==> src/design/node_pkg.sv <==
// Constants, field layouts and helpers shared by the memory node files.
package node_pkg;
  // ----------------------------------------
  // Register word indexes (byte address = 4 * index).
  // ----------------------------------------
  localparam logic [3:0] ID_IDX    = 4'h2;
  localparam logic [3:0] PART_IDX  = 4'h3;
  localparam logic [3:0] CMD_IDX   = 4'h4;
  localparam logic [3:0] STATE_IDX = 4'h6;
  // ----------------------------------------
  // Identity register fields.
  // ----------------------------------------
  localparam int ID_MOD_LSB = 0;
  localparam int ID_PAR_BIT = 6;
  localparam int ID_BUS_LSB = 7;
  localparam int ID_KND_LSB = 10;
  // ----------------------------------------
  // State register fields.
  // ----------------------------------------
  localparam int ST_BUS_LSB = 0;
  localparam int ST_MAR_BIT = 4;
  localparam int ST_SHS_BIT = 5;
  localparam int ST_ILV_BIT = 6;
  localparam int ST_FRC_BIT = 7;
  localparam int ST_WRM_BIT = 8;
  localparam int ST_ROL_BIT = 9;
  // ----------------------------------------
  // Command register fields.
  // ----------------------------------------
  localparam int CMD_TOG_BIT = 0;
  localparam int CMD_INI_BIT = 1;
  localparam int CMD_RTY_BIT = 2;
  // ----------------------------------------
  // Strap line positions.
  // ----------------------------------------
  localparam int STRAP_ID_LSB  = 1;
  localparam int STRAP_PAR_BIT = 7;
  localparam int STRAP_RED_BIT = 12;
  localparam int WARM_LINE     = 11;
  // ----------------------------------------
  // Reset values and codes.
  // ----------------------------------------
  localparam logic [5:0] PART_RST  = 6'h00;
  localparam logic [3:0] BS_NULL   = 4'h0;
  localparam logic [1:0] KIND_LIN  = 2'h0;
  localparam logic [1:0] KIND_64K  = 2'h1;
  localparam logic [1:0] KIND_16K  = 2'h2;
  localparam int         ADR_W     = 20;
  localparam int         DAT_W     = 32;

  // Even parity check over a code and its parity bit.
  function automatic logic par_even(input logic [5:0] code, input logic p);
    par_even = ~(^{code, p});
  endfunction
endpackage

==> src/design/addr_map.sv <==
// Places memory-bus address bits onto strap bus positions by RAM kind.
module addr_map
  import node_pkg::*;
(
  input  wire logic [1:0]       ram_kind_code_i,
  input  wire logic [ADR_W-1:0] mem_addr_i,
  output logic      [ADR_W-1:0] strap_addr_o
);
  always_comb begin
    unique case (ram_kind_code_i)
      KIND_16K: begin // [RQ1]
        strap_addr_o = {mem_addr_i[15], mem_addr_i[14], mem_addr_i[19], mem_addr_i[17],
                        mem_addr_i[13:7], mem_addr_i[18], mem_addr_i[16], mem_addr_i[6:0]};
      end
      KIND_64K: begin // [RQ1]
        strap_addr_o = {mem_addr_i[17], mem_addr_i[16], mem_addr_i[19], mem_addr_i[15:8],
                        mem_addr_i[18], mem_addr_i[7:0]};
      end
      default: begin // [RQ1]
        strap_addr_o = mem_addr_i;
      end
    endcase
  end
endmodule

==> src/design/bus_state_decode.sv <==
// Decodes the four-bit bus state code into state number and bus choice.
module bus_state_decode
  import node_pkg::*;
(
  input  wire logic [3:0] code_i,
  output logic            valid_o,
  output logic            backup_o,
  output logic [2:0]      index_o
);
  always_comb begin
    valid_o  = 1'b1;
    backup_o = 1'b0;
    unique case (code_i) // [RQ15]
      4'h0: index_o = 3'h0;
      4'h1: index_o = 3'h1;
      4'h4: begin
        index_o  = 3'h2;
        backup_o = 1'b1; // [RQ16]
      end
      4'h5: index_o = 3'h3;
      4'hA: begin
        index_o  = 3'h4;
        backup_o = 1'b1; // [RQ16]
      end
      4'hC: begin
        index_o  = 3'h5;
        backup_o = 1'b1; // [RQ16]
      end
      4'h3: index_o = 3'h6;
      default: begin
        index_o = 3'h0;
        valid_o = 1'b0;
      end
    endcase
  end
endmodule

==> src/design/mem_node.sv <==
// Identity, pairing and bus-state register bank of a memory node.
// How it works
// [RQ1] Memory address bits go onto strap lines 19..0 permuted by RAM kind.
// [RQ2] Node position code is taken from strap lines 6..1 at first load.
// [RQ3] Node position code is read-only and gates register access participation.
// [RQ4] Strap line 7 is identity parity; odd parity holds internal init forever.
// [RQ5] Buffer check toggle stops while internal init is held.
// [RQ6] Backup bus is home code with middle bit inverted; a command flips it.
// [RQ7] Home bus code keeps showing the normal bus while on backup.
// [RQ8] Bus select output follows home middle bit and bus state.
// [RQ9] Partner code resets to zero.
// [RQ10] Software writes partner code before pairing, then leaves it alone.
// [RQ11] Permanent module error from partner clears paired bit, node takes over.
// [RQ12] Shadow select fixes shadow or primary role when pairing starts.
// [RQ13] Bus state: normal, backup, mirrored normal, mirrored backup enables.
// [RQ14] Both normal enables load from strap line 12 at first load.
// [RQ15] Only seven bus state codes are accepted.
// [RQ16] States 2, 4 and 5 use the backup bus, others the normal bus.
// [RQ17] Null state ignores memory accesses but answers register accesses.
// [RQ18] Forced staging corrects data before returning it.
// [RQ19] Without forced staging data returns early, staged on retry after error.
// [RQ20] The requester buffers early data until any error report passes.
// [RQ21] Warm/cold flag latched from memory line 11; warm keeps preserved state.
module mem_node
  import node_pkg::*;
(
  input  wire logic             clk_i,
  input  wire logic             rst_i,
  input  wire logic [5:0]       adr_i,
  input  wire logic [DAT_W-1:0] dat_i,
  input  wire logic [3:0]       sel_i,
  input  wire logic             we_i,
  input  wire logic             cyc_i,
  input  wire logic             stb_i,
  output logic      [DAT_W-1:0] dat_o,
  output logic                  ack_o,
  input  wire logic             first_load_phase_i,
  input  wire logic [4:0]       cfg_strap_i,
  input  wire logic             memory_link_line_i,
  input  wire logic [ADR_W-1:0] local_strap_bus_i,
  output logic      [ADR_W-1:0] local_strap_bus_o,
  output logic                  local_strap_bus_oe_n_o,
  input  wire logic             mem_req_i,
  input  wire logic [ADR_W-1:0] mem_addr_i,
  output logic                  mem_accept_o,
  output logic                  stage_o,
  input  wire logic             err_valid_i,
  input  wire logic [5:0]       err_module_i,
  input  wire logic             err_perm_i,
  input  wire logic             err_is_module_i,
  input  wire logic             ic_sel_i,
  input  wire logic [5:0]       ic_module_i,
  output logic                  ic_take_o,
  output logic                  buffer_check_toggle_o,
  output logic                  bus_select_out_o,
  output logic                  married_o,
  output logic                  shadow_o,
  output logic                  warm_keep_o,
  output logic                  init_held_o
);
  // ----------------------------------------
  // State.
  // ----------------------------------------
  typedef struct packed {
    logic [ADR_W-1:0] strap1;
    logic [ADR_W-1:0] strap2;
    logic [4:0]       cfg1;
    logic [4:0]       cfg2;
    logic             ph1;
    logic             ph2;
    logic             ph_d;
    logic             wl1;
    logic             wl2;
    logic             init;
    logic [5:0]       node_identity;
    logic             id_par;
    logic [2:0]       bus_id;
    logic [1:0]       kind;
    logic [5:0]       partner;
    logic [3:0]       bstate;
    logic             married;
    logic             shadow_sel;
    logic             role;
    logic             ilv;
    logic             forced;
    logic             warm;
    logic             retry;
    logic             buf_tog;
    logic             bus_sel;
    logic [ADR_W-1:0] strap_o;
    logic             strap_oe_n;
    logic             accept;
    logic             stage;
    logic             take;
    logic             ack;
    logic [15:0]      rdata;
  } node_s;

  node_s st_reg;
  node_s st_next;

  logic [ADR_W-1:0] mapped;
  logic             bs_valid;
  logic             bs_backup;
  logic [2:0]       bs_index;
  logic             wr_valid;
  logic             wr_backup;
  logic [2:0]       wr_index;
  logic             req;
  logic             wr;
  logic [3:0]       idx;
  logic             load;
  logic             divorce;

  // ----------------------------------------
  // Helpers.
  // ----------------------------------------
  addr_map u_map (
    .ram_kind_code_i (st_reg.kind),
    .mem_addr_i      (mem_addr_i),
    .strap_addr_o    (mapped)
  );

  bus_state_decode u_cur (
    .code_i   (st_reg.bstate),
    .valid_o  (bs_valid),
    .backup_o (bs_backup),
    .index_o  (bs_index)
  );

  bus_state_decode u_wr (
    .code_i   (dat_i[ST_BUS_LSB +: 4]),
    .valid_o  (wr_valid),
    .backup_o (wr_backup),
    .index_o  (wr_index)
  );

  assign req     = cyc_i & stb_i & ~st_reg.ack;
  assign wr      = cyc_i & stb_i & st_reg.ack & we_i & sel_i[0];
  assign idx     = adr_i[5:2];
  assign load    = st_reg.ph2 & ~st_reg.ph_d;
  assign divorce = err_valid_i & err_perm_i & err_is_module_i
                   & (err_module_i == st_reg.partner);

  // ----------------------------------------
  // Next state.
  // ----------------------------------------
  always_comb begin
    st_next        = st_reg;
    st_next.strap1 = local_strap_bus_i;
    st_next.strap2 = st_reg.strap1;
    st_next.cfg1   = cfg_strap_i;
    st_next.cfg2   = st_reg.cfg1;
    st_next.ph1    = first_load_phase_i;
    st_next.ph2    = st_reg.ph1;
    st_next.ph_d   = st_reg.ph2;
    st_next.wl1    = memory_link_line_i;
    st_next.wl2    = st_reg.wl1;
    st_next.ack    = req;
    st_next.rdata  = 16'h0000;

    if (load) begin
      st_next.node_identity = st_reg.strap2[STRAP_ID_LSB +: 6]; // [RQ2]
      st_next.id_par    = st_reg.strap2[STRAP_PAR_BIT];
      st_next.bstate    = {1'b0, st_reg.strap2[STRAP_RED_BIT],
                           1'b0, st_reg.strap2[STRAP_RED_BIT]}; // [RQ14]
      st_next.bus_id    = st_reg.cfg2[4:2];
      st_next.kind      = st_reg.cfg2[1:0];
      st_next.warm      = st_reg.wl2; // [RQ21]
      st_next.init      = ~par_even(st_reg.strap2[STRAP_ID_LSB +: 6],
                                    st_reg.strap2[STRAP_PAR_BIT]); // [RQ4]
    end

    if (wr && idx == PART_IDX) begin
      st_next.partner = dat_i[5:0];
    end
    if (wr && idx == CMD_IDX && dat_i[CMD_TOG_BIT]) begin
      st_next.bus_id[1] = ~st_reg.bus_id[1]; // [RQ6]
    end
    if (wr && idx == STATE_IDX) begin
      if (wr_valid) begin
        st_next.bstate = dat_i[ST_BUS_LSB +: 4]; // [RQ15]
      end
      st_next.married    = dat_i[ST_MAR_BIT];
      st_next.shadow_sel = dat_i[ST_SHS_BIT];
      st_next.ilv        = dat_i[ST_ILV_BIT];
      st_next.forced     = dat_i[ST_FRC_BIT];
    end
    if (st_next.married && !st_reg.married) begin
      st_next.role = st_next.shadow_sel; // [RQ12]
    end
    if (divorce) begin
      st_next.married = 1'b0; // [RQ11]
      st_next.role    = 1'b0; // [RQ11]
    end

    if (req && !we_i) begin
      unique case (idx)
        ID_IDX: begin
          st_next.rdata = {4'h0, st_reg.kind, st_reg.bus_id, // [RQ7]
                           st_reg.id_par, st_reg.node_identity};
        end
        PART_IDX: begin
          st_next.rdata = {10'h000, st_reg.partner};
        end
        CMD_IDX: begin
          st_next.rdata = {13'h0000, st_reg.retry, st_reg.init, 1'b0};
        end
        STATE_IDX: begin
          st_next.rdata = {6'h00, st_reg.role, st_reg.warm, st_reg.forced,
                           st_reg.ilv, st_reg.shadow_sel, st_reg.married,
                           st_reg.bstate}; // [RQ13]
        end
        default: begin
          st_next.rdata = 16'h0000;
        end
      endcase
    end

    st_next.take = ic_sel_i & ~st_reg.init & (ic_module_i == st_reg.node_identity); // [RQ3]

    if (!st_reg.init) begin
      st_next.buf_tog = ~st_reg.buf_tog; // [RQ5]
    end
    st_next.bus_sel = st_reg.bus_id[1] ^ bs_backup; // [RQ8] [RQ16]

    st_next.accept     = mem_req_i & ~st_reg.init & bs_valid
                         & (st_reg.bstate != BS_NULL); // [RQ17]
    st_next.strap_oe_n = ~st_next.accept;
    st_next.strap_o    = st_next.accept ? mapped : st_reg.strap_o; // [RQ1]
    st_next.stage      = st_next.accept & (st_reg.forced | st_reg.retry); // [RQ18] [RQ19]
    if (st_next.accept) begin
      st_next.retry = 1'b0;
    end
    if (err_valid_i && !st_reg.forced) begin
      st_next.retry = 1'b1; // [RQ19]
    end
  end

  // ----------------------------------------
  // Registers.
  // ----------------------------------------
  always_ff @(posedge clk_i) begin
    if (rst_i) begin
      st_reg            <= '0;
      st_reg.init       <= 1'b1;
      st_reg.partner    <= PART_RST; // [RQ9]
      st_reg.strap_oe_n <= 1'b1;
    end else begin
      st_reg <= st_next;
    end
  end

  assign dat_o                  = {16'h0000, st_reg.rdata};
  assign ack_o                  = st_reg.ack;
  assign local_strap_bus_o      = st_reg.strap_o;
  assign local_strap_bus_oe_n_o = st_reg.strap_oe_n;
  assign mem_accept_o           = st_reg.accept;
  assign stage_o                = st_reg.stage;
  assign ic_take_o              = st_reg.take;
  assign buffer_check_toggle_o  = st_reg.buf_tog;
  assign bus_select_out_o       = st_reg.bus_sel;
  assign married_o              = st_reg.married;
  assign shadow_o               = st_reg.role;
  assign warm_keep_o            = st_reg.warm;
  assign init_held_o            = st_reg.init;
endmodule

==> config.mk <==
export PLATFORM = sky130hd
export DESIGN_NAME = mem_node
export DESIGN_NICKNAME = d
export VERILOG_FILES = /design/src/design/node_pkg.sv /design/src/design/addr_map.sv /design/src/design/bus_state_decode.sv /design/src/design/mem_node.sv
export SDC_FILE = /design/constraint.sdc
export NUM_CORES = 1
export LEC_CHECK = 0
export BUFFER_PORTS_ARGS = -buffer_cell sky130_fd_sc_hd__buf_4
export CELL_PAD_IN_SITES_DETAIL_PLACEMENT = 1
export CELL_PAD_IN_SITES_GLOBAL_PLACEMENT = 2
export CORE_ASPECT_RATIO = 1.1
export CORE_MARGIN = 2
export CORE_UTILIZATION = 28
export CTS_CLUSTER_SIZE = 25
export DETAILED_ROUTE_END_ITERATION = 6
export PLACE_DENSITY_LB_ADDON = 0.1
export SYNTH_ARGS = -nofsm -noshare
export SYNTH_HDL_FRONTEND = slang
export SYNTH_HIERARCHICAL = 1
export SYNTH_SLANG_ARGS = --single-unit
export TNS_END_PERCENT = 50
==> constraint.sdc <==
create_clock -name clk_i -period 1.7 [get_ports clk_i]
set_input_delay 0.085 -clock clk_i [delete_from_list [all_inputs] [get_ports clk_i]]
set_output_delay 0.085 -clock clk_i [all_outputs]
set_load 0.005 [all_outputs]
==> flow_metrics.tcl, run 1 <==
set metrics [dict create \
    crit_type "reg -> reg" \
    switching_power_uw 1070 \
    worstPathArrival_ns 1.78 \
    yosysWarnings 6 \
    design_area_um2 5630 \
    fmax_ghz 0.647 \
    setup_viol 0 \
    dp_hpwl_um 8350 \
    min_from "dat_i[3]" \
    fillers 1743 \
    drc 0 \
    die_area_um2 16500 \
    cts_root_buf "clkbuf_16" \
    internal_power_uw 3700 \
    cts_tree "built" \
    htreeDepth 3 \
    globalplace.congestion 0.752 \
    grt_max_degree 28 \
    post_cts_buffers 0 \
    dr.first_iter.drc_count 124 \
    power_frac_comb_pct 9.0 \
    min_period_ns 1.55 \
    initial_utilization_pct 28.7 \
    antenna_found_initial 0 \
    cts_num_sinks 100 \
    grt_overflow 0 \
    syn-cell-area_um2 4330 \
    largest_reg_flops 41 \
    coreArea_um2 15100 \
    rows 47 \
    viasPerCell 4.46 \
    cts_buffers 9 \
    grt_pass1_wl_um 17600 \
    cp_max_fo 21 \
    clkPwrFrac_pct 40.4 \
    final_core_util_pct 37.2 \
    io_pins 174 \
    fp.dieW_um 123 \
    die_y_um 134 \
    power.density_nw_per_um2 847 \
    port_buffers 112 \
    finClkSkew_ns 0.00739 \
    tightestPinTransition_ns 0.534 \
    hold_path.class "in -> reg" \
    end_kind "flip-flop" \
    syn_avg_cell_area_um2 9.67 \
    antennaDiodeCount 0 \
    r2r_start "st_reg[52]" \
    status "completed" \
    startpoint "st_reg[52]" \
    leakagePower_uw 0.00239 \
    hold_viol_final 0 \
    report.final.slew_viol_count 0 \
    grt_use_total_pct 14.0 \
    final_nets 667 \
    period_share_pct 91.0 \
    swShare_pct 22.5 \
    synthCells 448 \
    ant_nets 0 \
    num_vias 3360 \
    clk_pin_slew_ns 0.06 \
    crit_required_ns 1.94 \
    dpl_cell_area_um2 5050 \
    worst_ir_drop_vdd_mv 0.373 \
    multi_input_area_um2 1810 \
    pwr-share-seq_pct 50.5 \
    routedWlPerCell_um 15.0 \
    first_global_vias 3433 \
    worstSkewPairLatency_ns 0.35 \
    seq_area_um2 2000 \
    finalWirelength_um 11300 \
    slew_headroom_pct 64.3 \
    drive_above_1_share_pct 28.1 \
    cts_buffer_depth 2 \
    syn_to_final_growth_pct 29.9 \
    start_kind "flip-flop" \
    first_pass_iters 7 \
    timing.max_cap.violations 0 \
]
[layout make-up]
type,instances,area share [%]
inverters,5,0.334
flip-flops and latches,100,35.6
clock buffers,14,4.69
repair buffers,159,22.7
multi-input cells,279,32.2
clock inverters,1,0.133
well taps,196,4.36
[stage by stage]
stage	hold WS, ns	setup TNS (ns)	power (uW)	instances	setup slack [ns]
6_report	0.0168	0	4770	754	0.154
5_1_grt	0.0456	-0.00380	5000	754	-0.00380
4_1_cts	0.00833	0	4840	754	0.0573
3_5_place_dp	0.300	-3.13	2850	710	-0.162
3_3_place_gp	0.296	-1.38	2840	710	-0.0690
2_1_floorplan	0.213	0	2680	467	0.182
[power by group through the flow]
stage	combinational [uW]	sequential (uW)	clock, uW
final	431	2410	1930
after global routing	478	2410	2110
after CTS	439	2410	2000
after detailed placement	384	2460	0
after global placement	379	2460	0
after floorplan	220	2460	0
[critical path: stages, from the launching register on]
cell and delay [ns]:
dfxtp_1 0.34, o21bai_1 0.16, a22oi_1 0.19, nand2_1 0.11, nor3_2 0.20, nor2_4 0.16
a22o_1 0.27
[routing by layer]
layer | global-route usage, % | up-vias | share of wire [%]
met1 | 16.9 | 1602 | 43
met3 | 2.53 | 10 | 5.1
li1 | - | 1664 | -
met5 | 0 | - | 0
met4 | 5.94 | 0 | 1.6
met2 | 24.3 | 84 | 50
[cells in the final DEF (no fill, tap or decap), types with 5 or more instances in the layout]
master and instances:
buf_4 129, dfxtp_1 100, nand2_1 40, nor2b_1 33, dlygate4sd3_1 29, nor2_1 27, a22o_1 20, conb_1 20
a21oi_1 19, a22oi_1 16, o21ai_0 13, xnor2_1 12, mux2i_1 11, clkbuf_16 9, xor2_1 8, a222oi_1 6
o21bai_1 5
[what timing repair did]
action,CTS,global route
setup endpoints to repair,21,21
hold endpoints to repair,31,0
hold buffers,29,0
resized for setup,1,1
[worst paths after layout]
check,slack (ns),cells after the start,to
setup / recovery,0.15,6,local_strap_bus_o[16]
hold / removal,0.02,3,st_reg[57]
hold reg to reg,0.44,1,st_reg[73]
setup reg to reg,0.15,6,local_strap_bus_o[16]
No activity file was read; power rests on OpenSTA's default activity.
==> run 2, diff against run 1 <==
- ABC_AREA: not set -> 1
- CORE_UTILIZATION: 28 -> 27
==> flow_metrics.tcl, run 2 <==
set metrics [dict create \
    status "completed" \
    routedWlPerCell_um 13.6 \
    antennaDiodeCount 0 \
    num_vias 4123 \
    report.final.slew_viol_count 0 \
    start_kind "flip-flop" \
    grt_overflow 0 \
    syn_to_final_growth_pct 27.6 \
    port_buffers 112 \
    fillers 2177 \
    final_cell_mix "nand2_1 (157), buf_4 (125), dfxtp_1 (97)" \
    tightestPinTransition_ns 0.710 \
    hold_viol_final 0 \
    yosysWarnings 6 \
    globalplace.congestion 0.768 \
    critical-path-top-delay-family "simple AND/OR/NAND/NOR gates" \
    die_area_um2 18900 \
    final_nets 862 \
    drc 0 \
    initial_utilization_pct 27.4 \
    cts_tree "built" \
    leakagePower_uw 0.00297 \
    final_core_util_pct 34.9 \
    viasPerCell 4.16 \
    syn_avg_cell_area_um2 7.41 \
    finClkSkew_ns 0.00672 \
    cts_root_buf "clkbuf_16" \
    grt_pass1_wl_um 21600 \
    worstSkewPairLatency_ns 0.35 \
    first_pass_iters 4 \
    largest_reg_flops 41 \
    syn-cell-area_um2 4820 \
    layout_commonest_cell "nand2_1" \
    cpMostUsedCell "nand2_1" \
    dp_hpwl_um 10100 \
    end_kind "flip-flop" \
    period_share_pct 91.7 \
    first_global_vias 4243 \
    slowest_stage "dfxtp_1" \
    path_buf_inv 2 \
    rows 51 \
    final_cells 992 \
    slowest_delay_ns 0.40 \
    setup_viol 0 \
    antenna_found_initial 0 \
    hold_path.class "in -> reg" \
    cts_num_sinks 100 \
    cts_buffer_depth 2 \
    synthCells 650 \
    dp_cells 952 \
    fp.dieW_um 131 \
    min_period_ns 1.56 \
    grt_use_total_pct 14.4 \
    fin_setup_tns_ns 0 \
    power.density_nw_per_um2 890 \
    crit_type "reg -> reg" \
    cts_buffers 9 \
    die_y_um 144 \
    crit_required_ns 2.00 \
    slew_headroom_pct 52.6 \
    grt_max_degree 38 \
    io_pins 174 \
    hold_ws_ns 0.0111 \
    finalWirelength_um 13500 \
    cp_max_fo 10 \
    dr.first_iter.drc_count 142 \
    fmax_ghz 0.642 \
    drive_above_1_share_pct 25.2 \
    timing.max_cap.violations 0 \
    coreArea_um2 17600 \
    ant_nets 0 \
    p_total_uw 5470 \
    clk_pin_slew_ns 0.08 \
    path_cells "nand2_1 -> inv_1 -> nand2_1 -> nand4_1 -> and3_1 -> nand2_1 -> nand2_1 -> nand2_4 -> inv_4 -> nand2_1 -> nand2_1" \
    worstPathArrival_ns 1.86 \
    htreeDepth 3 \
    worst_ir_drop_vdd_mv 0.424 \
]
run 2: timing repair:
action                     in CTS  in global routing
setup endpoints to repair      19                 20
gates cloned                    0                  1
pin swaps                       0                  0
setup buffers                   0                  0
hold buffers                   23                  0
hold endpoints to repair       23                  0
resized for setup               1                  9
run 2: stage by stage:
stage	area (um^2)	setup WS [ns]
after floorplan	4890	0.315
after global placement	5560	0.0421
after detailed placement	5560	-0.0175
after CTS	6130	0.0639
after global routing	6150	-0.00438
final	6150	0.141
run 2: layout make-up:
type / instances / area, um^2 / share of cell area, %
Tap cell: 238 / 298 / 4.84
Inverter: 80 / 320 / 5.21
Timing Repair inverter: 1 / 6.26 / 0.102
Timing Repair Buffer: 148 / 1170 / 19.0
Multi-Input combinational cell: 409 / 2020 / 32.8
Sequential cell: 100 / 2010 / 32.6
Clock inverter: 7 / 106 / 1.73
Clock buffer: 9 / 225 / 3.66
run 2: where the power goes:
part | leakage, uW | total, uW | internal (uW) | switching, uW
combinational | 0.00199 | 671 | 325 | 345
sequential | 0.000821 | 2500 | 2440 | 55.4
clock | 0.000163 | 2300 | 1320 | 985
run 2: final timing paths:
kind | from | to | slack (ns) | depth (start not counted)
max | st_reg[53] | local_strap_bus_o[7] | 0.14 | 11
min | dat_i[6] | st_reg[46] | 0.01 | 3
max reg2reg | st_reg[53] | local_strap_bus_o[7] | 0.14 | 11
min reg2reg | st_next[91] | st_reg[91] | 0.40 | 2
run 2: routing by layer:
layer	GRT usage [%]	routed length [um]
met5	0	0
met4	5.61	238
met3	2.49	421
met2	26.0	6710
met1	17.1	6140
run 2: tightest hold or removal path: stages:
cell     delay [ns]
buf_4          0.08
o21ai_0        0.09
nor2_1         0.08
==> run 3, diff against run 2 <==
- HOLD_SLACK_MARGIN: not set -> 0.06
==> flow_metrics.tcl, run 3 (same netlist as run 2, synthesis figures left out) <==
set metrics [dict create \
    power.density_nw_per_um2 867 \
    min_to "st_reg[45]" \
    grt_overflow 0 \
    r2r_slack_ns 0.14 \
    hold_depth 3 \
    final_cell_mix "nand2_1 (157), buf_4 (125), dfxtp_1 (97)" \
    coreArea_um2 17600 \
    largest_reg_flops 41 \
    timing.max_cap.violations 0 \
    crit_type "reg -> reg" \
    first_pass_iters 4 \
    layout_commonest_cell "nand2_1" \
    start_kind "flip-flop" \
    grt_max_degree 38 \
    drive_above_1_share_pct 24.5 \
    grt_use_total_pct 14.6 \
    globalplace.congestion 0.768 \
    min_from "dat_i[7]" \
    r2r_start "st_reg[53]" \
    cts_num_sinks 100 \
    first_global_vias 4310 \
    die_y_um 144 \
    slew_headroom_pct 52.2 \
    syn_to_final_growth_pct 32.0 \
    crit_required_ns 2.00 \
    finClkSkew_ns 0.00700 \
    p_total_uw 5510 \
    routedWlPerCell_um 13.5 \
    worst_ir_drop_vdd_mv 0.422 \
    design_area_um2 6360 \
    fp.dieW_um 131 \
    clk_pin_slew_ns 0.08 \
    worstSkewPairLatency_ns 0.35 \
    period_share_pct 92.0 \
    dr.first_iter.drc_count 152 \
    leakagePower_uw 0.00306 \
    antenna_found_initial 0 \
    final_nets 883 \
    ant_nets 0 \
    routed.top_layer "met4" \
    m1WireLength_um 6290 \
    dpl_cell_area_um2 5560 \
    status "completed" \
    min_period_ns 1.56 \
    cts_tree "built" \
    rows 51 \
    end_kind "flip-flop" \
    cts_buffer_depth 2 \
    viasPerCell 4.13 \
    num_vias 4183 \
    drc 0 \
    wl_met3_um 402 \
    cp_max_fo 10 \
    reg2regPathDepth 11 \
    hold_viol_final 0 \
    dp_hpwl_um 10100 \
    grt_pass1_wl_um 21900 \
    setup_viol 0 \
    initial_utilization_pct 27.4 \
    hold_path.class "in -> reg" \
    port_buffers 112 \
    worstPathArrival_ns 1.86 \
    finalWirelength_um 13700 \
    rr_endpoint "local_strap_bus_o[7]" \
    htreeDepth 3 \
    tightestPinTransition_ns 0.716 \
    wl_met2_um 6770 \
    fmax_ghz 0.639 \
    io_pins 174 \
    antennaDiodeCount 0 \
    cts_buffers 9 \
    report.final.slew_viol_count 0 \
    die_area_um2 18900 \
    cts_root_buf "clkbuf_16" \
]
run 3: changes by cell type in the layout (fill, tap and decap cells not counted), sizes merged:
cell	delta
dlygate4sd3	+21
run 3: critical path, stage by stage, from the launching register on:
cell and delay, ns:
dfxtp_1 0.40, nand2_1 0.09, inv_1 0.06, nand2_1 0.07
nand4_1 0.10, and3_1 0.16, nand2_1 0.09, nand2_1 0.13
nand2_4 0.11, inv_4 0.16, nand2_1 0.07, nand2_1 0.05
run 3: worst max-delay path by stage:
| stage | startpoint | end | slack [ns] |
|---|---|---|---|
| global route | st_reg[53] | local_strap_bus_o[10] | -0.004 |
| CTS | st_reg[53] | local_strap_bus_o[8] | 0.06 |
| finish | st_reg[53] | local_strap_bus_o[7] | 0.14 |
| global placement | st_reg[51] | local_strap_bus_o[18] | 0.04 |
| floorplan | st_reg[51] | local_strap_bus_o[8] | 0.31 |
| detailed placement | st_reg[52] | local_strap_bus_o[8] | -0.02 |
run 3: what timing repair did:
item,CTS,global route
cloned,0,1
hold buffers,44,0
gates resized for setup,1,9
setup endpoints to repair,19,20
setup buffers,0,0
pin swaps,0,0
endpoints found under the hold margin,44,0
run 3: cell type report:
class	count	area, um^2
Clock inverter	7	106
Inverter	80	320
Timing Repair Buffer	169	1380
Tap cell	238	298
Timing Repair inverter	1	6.26
Sequential cell	100	2010
Multi-Input combinational cell	409	2020
Clock buffer	9	225
Fill cell	2172	11300
run 3: report_power, final:
| group | switching (uW) | leakage (uW) | internal, uW |
|---|---|---|---|
| Clock | 987 | 0.000163 | 1320 |
| Sequential | 55.3 | 0.000821 | 2440 |
| Combinational | 354 | 0.00207 | 355 |
| Total | 1400 | 0.00306 | 4120 |
run 3: layer usage:
metal,up-vias,GRT usage (%)
li1,2163,-
met1,1938,17.5
met2,70,26.3
met3,12,2.42
met4,0,5.61
met5,-,0
run 3: through the flow:
step           setup slack, ns  setup TNS [ns]  util [%]  std cells  hold WS, ns
6_report                 0.135               0      36.1       1013       0.0698
5_1_grt               -0.00438        -0.00589      36.1       1013       0.0733
3_5_place_dp           -0.0175         -0.0639      31.6        952        0.280
3_3_place_gp            0.0421               0      31.6        952        0.276
2_1_floorplan            0.315               0         -        669        0.192
4_1_cts                 0.0639               0      36.0       1012       0.0604
